<file path="src/common/watch_map.svh">
/*
  holds: coprocessor register numbers, selects, field positions and reset values
  of the watchpoint registers.
  assumes: included by bare name from the watchpoint design file.
*/
`ifndef WATCH_MAP_SVH
`define WATCH_MAP_SVH

// ==========================================================================
// register numbers and selects
`define REG_NUM_RESERVED_LOAD 5'h11
`define REG_NUM_WATCH_ADDR    5'h12
`define REG_NUM_WATCH_QUAL    5'h13
`define SEL_RESERVED_LOAD     3'h0
`define WATCH_PAIRS_MAX       4

// ==========================================================================
// watch address register fields
`define WA_ADDR_HI   31
`define WA_ADDR_LO   3
`define WA_FETCH_BIT 2
`define WA_LOAD_BIT  1
`define WA_STORE_BIT 0

// ==========================================================================
// qualifier register fields
`define WQ_MORE_BIT   31
`define WQ_GLOBAL_BIT 30
`define WQ_TAG_HI     23
`define WQ_TAG_LO     16
`define WQ_MASK_HI    11
`define WQ_MASK_LO    3
`define WQ_FETCH_BIT  2
`define WQ_LOAD_BIT   1
`define WQ_STORE_BIT  0

// ==========================================================================
// reserved-load address field
`define RL_ADDR_HI 27

// ==========================================================================
// reset values
`define WA_RESET 32'h0000_0000
`define WQ_RESET 32'h0000_0000
`define RL_RESET 28'h000_0000

`endif

</file>
<file path="src/common/watch_pkg.sv">
/*
  holds: types shared by the watchpoint block.
  assumes: compiled before the design file.
*/
package watch_pkg;

  typedef logic [2:0] hit_vec_t;

  typedef struct packed {
    logic [28:0] base;
    hit_vec_t    enable;
  } watch_addr_s;

  typedef struct packed {
    logic       global_match;
    logic [7:0] space_tag;
    logic [8:0] mask;
    hit_vec_t   status;
  } watch_qual_s;

endpackage

</file>
<file path="src/watchpoint_match_unit.sv">
/*
  holds: watchpoint match unit with up to four watch pairs and the
  reserved-load address capture register.
  assumes: coprocessor moves, pipeline references and status bits arrive
  synchronous to core_clk; exception logic consumes watch_exc and
  watch_pending each cycle.
*/
`timescale 1ns/100ps
`include "watch_map.svh"

// What this block does
// RULE1: latch latest reserved-load physical address bits 27:0
// RULE2: reserved-load address never affects matching
// RULE3: reserved-load address bits 31:28 read zero
// RULE4: enabled pair match raises watch exception
// RULE5: defer exception while exception or error level
// RULE6: address bits 31:3, enables bits 2:0
// RULE7: enable bit 2 arms fetch matches
// RULE8: enable bit 1 arms load matches
// RULE9: enable bit 0 arms store matches
// RULE10: global bit 30 ignores space tag
// RULE11: otherwise tag 23:16 must equal current tag
// RULE12: mask bits 11:3 exclude address bits
// RULE13: bit 31 flags further pairs exist
// RULE14: fetch match sets sticky bit 2, write-one clears
// RULE15: load match sets sticky bit 1, write-one clears
// RULE16: store match sets sticky bit 0, write-one clears
// RULE17: pairs at selects 0-3 of registers 18, 19
// RULE18: qualifier bits 29:24, 15:12 read zero
// RULE19: match needs type, masked address, tag; status same cycle
module watchpoint_match_unit #(
  parameter int PAIRS = 4
) (
  input  wire logic        core_clk,
  input  wire logic        rst_n,
  // coprocessor register access
  input  wire logic        cop_wr,
  input  wire logic [4:0]  cop_reg,
  input  wire logic [2:0]  cop_sel,
  input  wire logic [31:0] cop_wdata,
  output logic      [31:0] cop_rdata,
  // pipeline references
  input  wire logic        fetch_valid,
  input  wire logic [31:0] fetch_virt_match_field,
  input  wire logic        load_valid,
  input  wire logic        store_valid,
  input  wire logic [31:0] data_virt_match_field,
  input  wire logic        reserved_load_valid,
  input  wire logic [31:0] reserved_load_paddr,
  // processor state
  input  wire logic [7:0]  space_tag,
  input  wire logic        exception_level,
  input  wire logic        error_level,
  // exception logic
  output logic             watch_exc,
  output logic             watch_pending
);

  // ========================================================================
  // state
  typedef struct packed {
    watch_pkg::watch_addr_s [PAIRS-1:0] addr;
    watch_pkg::watch_qual_s [PAIRS-1:0] qual;
    logic [`RL_ADDR_HI:0]               rl_addr;
    logic                               pending;
    logic                               exc;
    logic [31:0]                        rdata;
  } state_s;

  state_s st;
  state_s next_st;

  // ========================================================================
  // register decode
  // both the write and the read path go through this, so a select that
  // has no pair behind it is ignored by writes and reads back as zero
  function automatic logic slot_is(input logic [4:0] num,
                                   input logic [2:0] sel,
                                   input logic [4:0] want_num,
                                   input logic [2:0] want_sel);
    slot_is = (num == want_num) && (sel == want_sel);
  endfunction

  // ========================================================================
  // watch address packing
  function automatic watch_pkg::watch_addr_s unpack_addr(input logic [31:0] word);
    watch_pkg::watch_addr_s wa;
    wa.base   = word[`WA_ADDR_HI:`WA_ADDR_LO];                  // [RULE6]
    wa.enable = word[`WA_FETCH_BIT:`WA_STORE_BIT];
    unpack_addr = wa;
  endfunction

  function automatic logic [31:0] pack_addr(input watch_pkg::watch_addr_s wa);
    logic [31:0] word;
    word = 32'h0000_0000;
    word[`WA_ADDR_HI:`WA_ADDR_LO] = wa.base;
    word[`WA_FETCH_BIT:`WA_STORE_BIT] = wa.enable;
    pack_addr = word;
  endfunction

  // ========================================================================
  // qualifier packing
  // the further-pairs bit has no storage: it comes from the pair's position
  function automatic logic [31:0] qual_word(input watch_pkg::watch_qual_s wq,
                                            input logic more);
    qual_word = 32'h0000_0000;
    qual_word[`WQ_MORE_BIT] = more;                          // [RULE13]
    qual_word[`WQ_GLOBAL_BIT] = wq.global_match;
    qual_word[`WQ_TAG_HI:`WQ_TAG_LO] = wq.space_tag;
    qual_word[`WQ_MASK_HI:`WQ_MASK_LO] = wq.mask;
    qual_word[`WQ_FETCH_BIT:0] = wq.status;                  // [RULE18]
  endfunction

  // status bits are write-one-to-clear; the other fields simply load
  function automatic watch_pkg::watch_qual_s write_qual(
    input watch_pkg::watch_qual_s old,
    input logic [31:0]            word
  );
    watch_pkg::watch_qual_s wq;
    wq.global_match = word[`WQ_GLOBAL_BIT];
    wq.space_tag    = word[`WQ_TAG_HI:`WQ_TAG_LO];
    wq.mask         = word[`WQ_MASK_HI:`WQ_MASK_LO];
    wq.status       = old.status & ~word[`WQ_FETCH_BIT:`WQ_STORE_BIT];
    write_qual = wq;
  endfunction

  // ========================================================================
  // matching
  // masked double-word compare; the reserved-load register plays no part
  function automatic logic addr_hit(input watch_pkg::watch_addr_s wa,
                                    input watch_pkg::watch_qual_s wq,
                                    input logic [31:0] va,
                                    input logic [7:0] tag);
    logic [28:0] diff;
    diff = (va[31:3] ^ wa.base) & ~{20'h0_0000, wq.mask};  // [RULE12] [RULE2]
    addr_hit = (diff == 29'h0000_0000) &&
               (wq.global_match || (wq.space_tag == tag));  // [RULE10] [RULE11]
  endfunction

  // one bit per reference type, each gated by its own enable
  function automatic watch_pkg::hit_vec_t type_hits(
    input watch_pkg::watch_addr_s wa,
    input watch_pkg::watch_qual_s wq,
    input logic [7:0]             tag,
    input logic                   fetch,
    input logic [31:0]            fetch_va,
    input logic                   load,
    input logic                   store,
    input logic [31:0]            data_va
  );
    watch_pkg::hit_vec_t h;
    h[`WA_FETCH_BIT] = fetch && wa.enable[`WA_FETCH_BIT] &&
                       addr_hit(wa, wq, fetch_va, tag);          // [RULE7]
    h[`WA_LOAD_BIT]  = load && wa.enable[`WA_LOAD_BIT] &&
                       addr_hit(wa, wq, data_va, tag);           // [RULE8]
    h[`WA_STORE_BIT] = store && wa.enable[`WA_STORE_BIT] &&
                       addr_hit(wa, wq, data_va, tag);           // [RULE9]
    type_hits = h;
  endfunction

  // ========================================================================
  // exception path
  // returns {exception, pending}; any number of deferred hits collapse into
  // the one pending flag, so a release gives a single exception pulse
  function automatic logic [1:0] exc_step(input logic hit,
                                          input logic pend,
                                          input logic held);
    logic [1:0] r;
    if (held) begin
      r = {1'b0, pend | hit};                                    // [RULE5]
    end else begin
      r = {hit | pend, 1'b0};                                    // [RULE4]
    end
    exc_step = r;
  endfunction

  // ========================================================================
  // read path
  // the reserved-load word carries zeros above its 28-bit address
  function automatic logic [31:0] reserved_word(input logic [`RL_ADDR_HI:0] rl);
    reserved_word = {4'h0, rl};                                  // [RULE3]
  endfunction

  function automatic logic [31:0] read_word(input state_s     s,
                                            input logic [4:0] num,
                                            input logic [2:0] sel);
    logic [31:0] word;
    word = 32'h0000_0000;
    if (slot_is(num, sel, `REG_NUM_RESERVED_LOAD, `SEL_RESERVED_LOAD)) begin
      word = reserved_word(s.rl_addr);
    end else begin
      for (int p = 0; p < PAIRS; p++) begin
        if (slot_is(num, sel, `REG_NUM_WATCH_ADDR, 3'(p))) begin
          word = pack_addr(s.addr[p]);
        end else if (slot_is(num, sel, `REG_NUM_WATCH_QUAL, 3'(p))) begin
          word = qual_word(s.qual[p], (p < PAIRS - 1));
        end
      end
    end
    read_word = word;
  endfunction

  // ========================================================================
  // next state
  logic [PAIRS-1:0] pair_fire;

  always_comb begin
    logic                any_hit;
    logic [1:0]          exc_next;
    watch_pkg::hit_vec_t hits;
    any_hit = 1'b0;
    exc_next = 2'h0;
    hits = 3'h0;
    next_st = st;
    pair_fire = '0;

    for (int p = 0; p < PAIRS; p++) begin
      hits = type_hits(st.addr[p], st.qual[p], space_tag, fetch_valid, fetch_virt_match_field,
                       load_valid, store_valid, data_virt_match_field);
      pair_fire[p] = |hits;                                    // [RULE19]
      any_hit = any_hit | pair_fire[p];

      if (cop_wr) begin
        if (slot_is(cop_reg, cop_sel, `REG_NUM_WATCH_ADDR, 3'(p))) begin  // [RULE17]
          next_st.addr[p] = unpack_addr(cop_wdata);
        end else if (slot_is(cop_reg, cop_sel, `REG_NUM_WATCH_QUAL, 3'(p))) begin
          next_st.qual[p] = write_qual(st.qual[p], cop_wdata);
        end
      end
      // a hit in the clearing cycle still lands, so no match is ever lost
      next_st.qual[p].status = next_st.qual[p].status | hits;  // [RULE14] [RULE15] [RULE16]
    end

    // exception only outside exception and error levels, else held pending
    exc_next = exc_step(any_hit, st.pending, exception_level || error_level);
    next_st.exc = exc_next[1];
    next_st.pending = exc_next[0];

    // capture is the only thing that touches the reserved-load address
    if (reserved_load_valid) begin
      next_st.rl_addr = reserved_load_paddr[`RL_ADDR_HI:0];    // [RULE1]
    end

    // registered read data, one cycle behind the register number
    next_st.rdata = read_word(st, cop_reg, cop_sel);
  end

  // ========================================================================
  // registers
  always_ff @(posedge core_clk or negedge rst_n) begin
    if (!rst_n) begin
      for (int p = 0; p < PAIRS; p++) begin
        st.addr[p] <= `WA_RESET;
        st.qual[p] <= '0;
      end
      st.rl_addr <= `RL_RESET;
      st.pending <= 1'b0;
      st.exc <= 1'b0;
      st.rdata <= 32'h0000_0000;
    end else begin
      st <= next_st;
    end
  end

  assign cop_rdata = st.rdata;
  assign watch_exc = st.exc;
  assign watch_pending = st.pending;

endmodule

</file>
<file path="config.mk">
export PLATFORM = sky130hd
export DESIGN_NAME = watchpoint_match_unit
export DESIGN_NICKNAME = d
export VERILOG_FILES = /design/src/common/watch_pkg.sv /design/src/watchpoint_match_unit.sv
export VERILOG_INCLUDE_DIRS = /design/src /design/src/common
export SDC_FILE = /design/constraint.sdc
export NUM_CORES = 1
export LEC_CHECK = 0
export ABC_CLOCK_PERIOD_IN_PS = 3300
export BUFFER_PORTS_ARGS = -buffer_cell sky130_fd_sc_hd__buf_2
export CAP_MARGIN = 20
export CORE_MARGIN = 3
export CORE_UTILIZATION = 64
export CTS_CLUSTER_SIZE = 8
export DETAILED_ROUTE_END_ITERATION = 10
export PLACE_DENSITY = 0.86
export SLEW_MARGIN = 20
export SYNTH_ARGS = -nofsm -noshare
export SYNTH_HDL_FRONTEND = slang
export SYNTH_SLANG_ARGS = --single-unit
</file>
<file path="constraint.sdc">
create_clock -name core_clk -period 3.3 [get_ports core_clk]
set_input_delay 0.165 -clock core_clk [delete_from_list [all_inputs] [get_ports core_clk]]
set_output_delay 0.165 -clock core_clk [all_outputs]
set_load 0.005 [all_outputs]
</file>
==> impl_metrics.csv <==
group,metric,value,unit
layout,multiInputGateArea,7695,um^2
synthesis,ys_top_cells_by_area,"dfrtp_1 45%, mux2_2 16%, xnor2_1 10%, xor2_1 5.0%, a21oi_1 2.8%",
detailed_routing,firstDrtPassIters,5,
floorplanning,rows,55,
critical_path,critPathMaxFanout,4,
placement,dp_hpwl,34120,um
layout,area_growth,17.11,%
layout,diodes,0,
floorplanning,die_w,159.9,um
grt,grt_pass1_vias,12680,
critical_path,worstPathRequired,3760,ps
synthesis,ys_async_sr_fraction,100.0,%
sta,drv_slew,0,
critical_path,critPathKind,"flop to flop",
hold_path,holdCritPathClass,"primary input to flop",
detailed_routing,drtAntennaViolNets,0,
detailed_routing,drt_wl_total,50550,um
floorplanning,start_util,65.97,%
power,p_leak,8.253,nW
power,power_per_cell_area,471.4,nW/um^2
detailed_routing,drcViolationCount,0,
synthesis,synth_area,15160,um^2
synthesis,ys.flop_type,"dfrtp_1",
sta,setup_violations,0,
sta,fin_crit,3179,ps
synthesis,synthCells,1338,
critical_path,cp-start-kind,"flop",
layout,drive_gt1_share,33.73,%
placement,post-place-ws,747.2,ps
synthesis,ys_types,51,
layout,nNetsFinal,1677,
synthesis,yosysWarnings,0,
detailed_routing,num_vias,12240,
sta,clock_skew,28.39,ps
sta,final.setup.tns,0,ps
floorplanning,fp.coreArea,22980,um^2
clocking,post_cts_resized,0,
power,peakVddDrop,395.5,uV
layout,fin_cells,1840,
grt,gr-total-overflow,0,
synthesis,synth.most_common_cell,"dfrtp_1",
clocking,cts_buffers,40,
sta,worst_hold_slack,15.76,ps
sta,slew_headroom,48.75,%
sta,setup_slack,121.0,ps
synthesis,synth_commonest_cells,"274 x dfrtp_1, 218 x mux2_2, 177 x xnor2_1",
synthesis,yosysSeqAreaShare,45.22,%
detailed_routing,wl_per_cell,27.48,um
synthesis,synth_edf_count,0,
critical_path,end_kind,"flop",
clocking,cts.htree.levels,2,
detailed_routing,drtIter0Drc,1384,
sta,period_share,96.33,%
synthesis,ys_ff_latch,274,
placement,placed_area,16130,um^2
grt,grt_max_degree,92,
layout,nFillCells,1481,
placement,dp.cells,1740,
floorplanning,dieHeight,159.9,um
clocking,hold_buffers,55,
grt,grt_pass1_wl,76500,um
floorplanning,ioPinCount,187,
sta,fmax,314.6,MHz
clocking,clkTransAtPathRegs,50,ps
clocking,cts-root-buf,"clkbuf_16",
clocking,clk-insertion-delay-late,530,ps
outcome,outcome,"finished, final reports clean",
synthesis,avgSynthCellArea,11.33,um^2
floorplanning,dieArea,25580,um^2
placement,gp_congestion,1.051,
clocking,clock_sink_count,274,
layout,seqCellArea,6857,um^2
sta,hold_viol,0,
clocking,cts_tree,"done",
job,drv_cap,0,
synthesis,synth_top_cell_by_area,"dfrtp_1",
critical_path,cp_data_arrival_time,3640,ps
sta,rsz0062_at_grt,"no",
grt,grt_antenna_before_repair,1,
synthesis,synth_fp_nets,1491,
detailed_routing,vias_per_cell,6.652,
placement,numPortBuffers,176,
synthesis,synth_top_area_share,45.22,%
grt,track_usage,39.20,%
clocking,ctsLongestPathBuffers,3,
clocking,cts_setup_buffers,0,
sta,worst_pin_slew,768.8,ps
layout,final_area,17760,um^2
## critical path, cell delays in order (launching register included)
cell	delay, ps
dfrtp_1	470
xor2_1	200
nor4_1	600
o221ai_1	270
nor4_2	530
and2_1	260
o21ai_2	70
a41oi_1	160
dlygate4sd3_1	560
## flip-flops by register name (all words and copies together) (netlist names)
signal	flops
st	240
watch_exc	1
cop_rdata	32
watch_pending	1
## cells by family after synthesis
logic type	count (synthesis)	share of synthesized area, %
AOI/OAI and AO/OA	225	10.50
xor gates and xnor gates	264	15.25
buffers and inverters	122	4.274
DFF	274	45.22
muxes	240	17.73
and+or+nand+nor	213	7.030
## final timing paths
| path | slack [ps] | startpoint | end | cells after the start |
|---|---|---|---|---|
| max in group asynchronous | 2110 | rst_n | st[65] | 3 |
| min | 20 | cop_wdata[30] | st[240] | 2 |
| min in group asynchronous | 270 | rst_n | cop_rdata[6] | 2 |
| min reg2reg | 490 | st[63] | st[63] | 1 |
| max | 120 | st[163] | watch_exc | 8 |
| max reg2reg | 120 | st[163] | watch_exc | 8 |
## through the flow
| stage | power [W] | util [%] |
|---|---|---|
| 2_1_floorplan | 0.004241 | - |
| 3_3_place_gp | 0.004644 | 70.17 |
| 4_1_cts | 0.008345 | 77.26 |
| 3_5_place_dp | 0.004672 | 70.17 |
| 5_1_grt | 0.008613 | 77.26 |
| 6_report | 0.008371 | 77.26 |
## layout make-up
type	instances	share of cell area [%]
timing repair buffer	261	9.667
tap	313	2.205
sequential	274	38.61
multi-input combinational	942	43.33
inverter	5	0.1057
clock inverter	2	0.1339
clock buffer	43	5.940
## cell usage in the layout, fill, tap and decap left out, drive strengths merged, types with 21 or more instances in the layout
| cell type | netlist | routed |
|---|---|---|
| dfrtp | 274 | 274 |
| mux2 | 219 | 219 |
| buf | 58 | 206 |
| xnor2 | 177 | 177 |
| xor2 | 87 | 87 |
| nor2 | 86 | 86 |
| a21oi | 85 | 85 |
| dlygate4sd3 | 0 | 55 |
| clkbuf | 59 | 43 |
| nor4 | 35 | 35 |
| nand2 | 34 | 34 |
| nand4 | 31 | 31 |
| o22ai | 30 | 30 |
| o21ai | 25 | 25 |
| a22oi | 21 | 21 |
| o211ai | 21 | 21 |
## where the power goes
part	internal (W)	switching, W	leakage [nW]
registers	0.00352	0.000205	3.73
logic	0.000464	0.000526	4.00
clock network	0.00223	0.00143	0.526
## routing by layer
layer | track usage, % | part of all wire (%) | wire length, um | vias up
met5 | 0 | 0.020 | 10 | -
met4 | 18.70 | 5.6 | 2844 | 2
met3 | 8.482 | 11 | 5394 | 213
met2 | 62.33 | 46 | 23140 | 862
met1 | 51.56 | 38 | 19170 | 6046
li1 | - | - | - | 5116
Power figures use the tool's default switching activity.
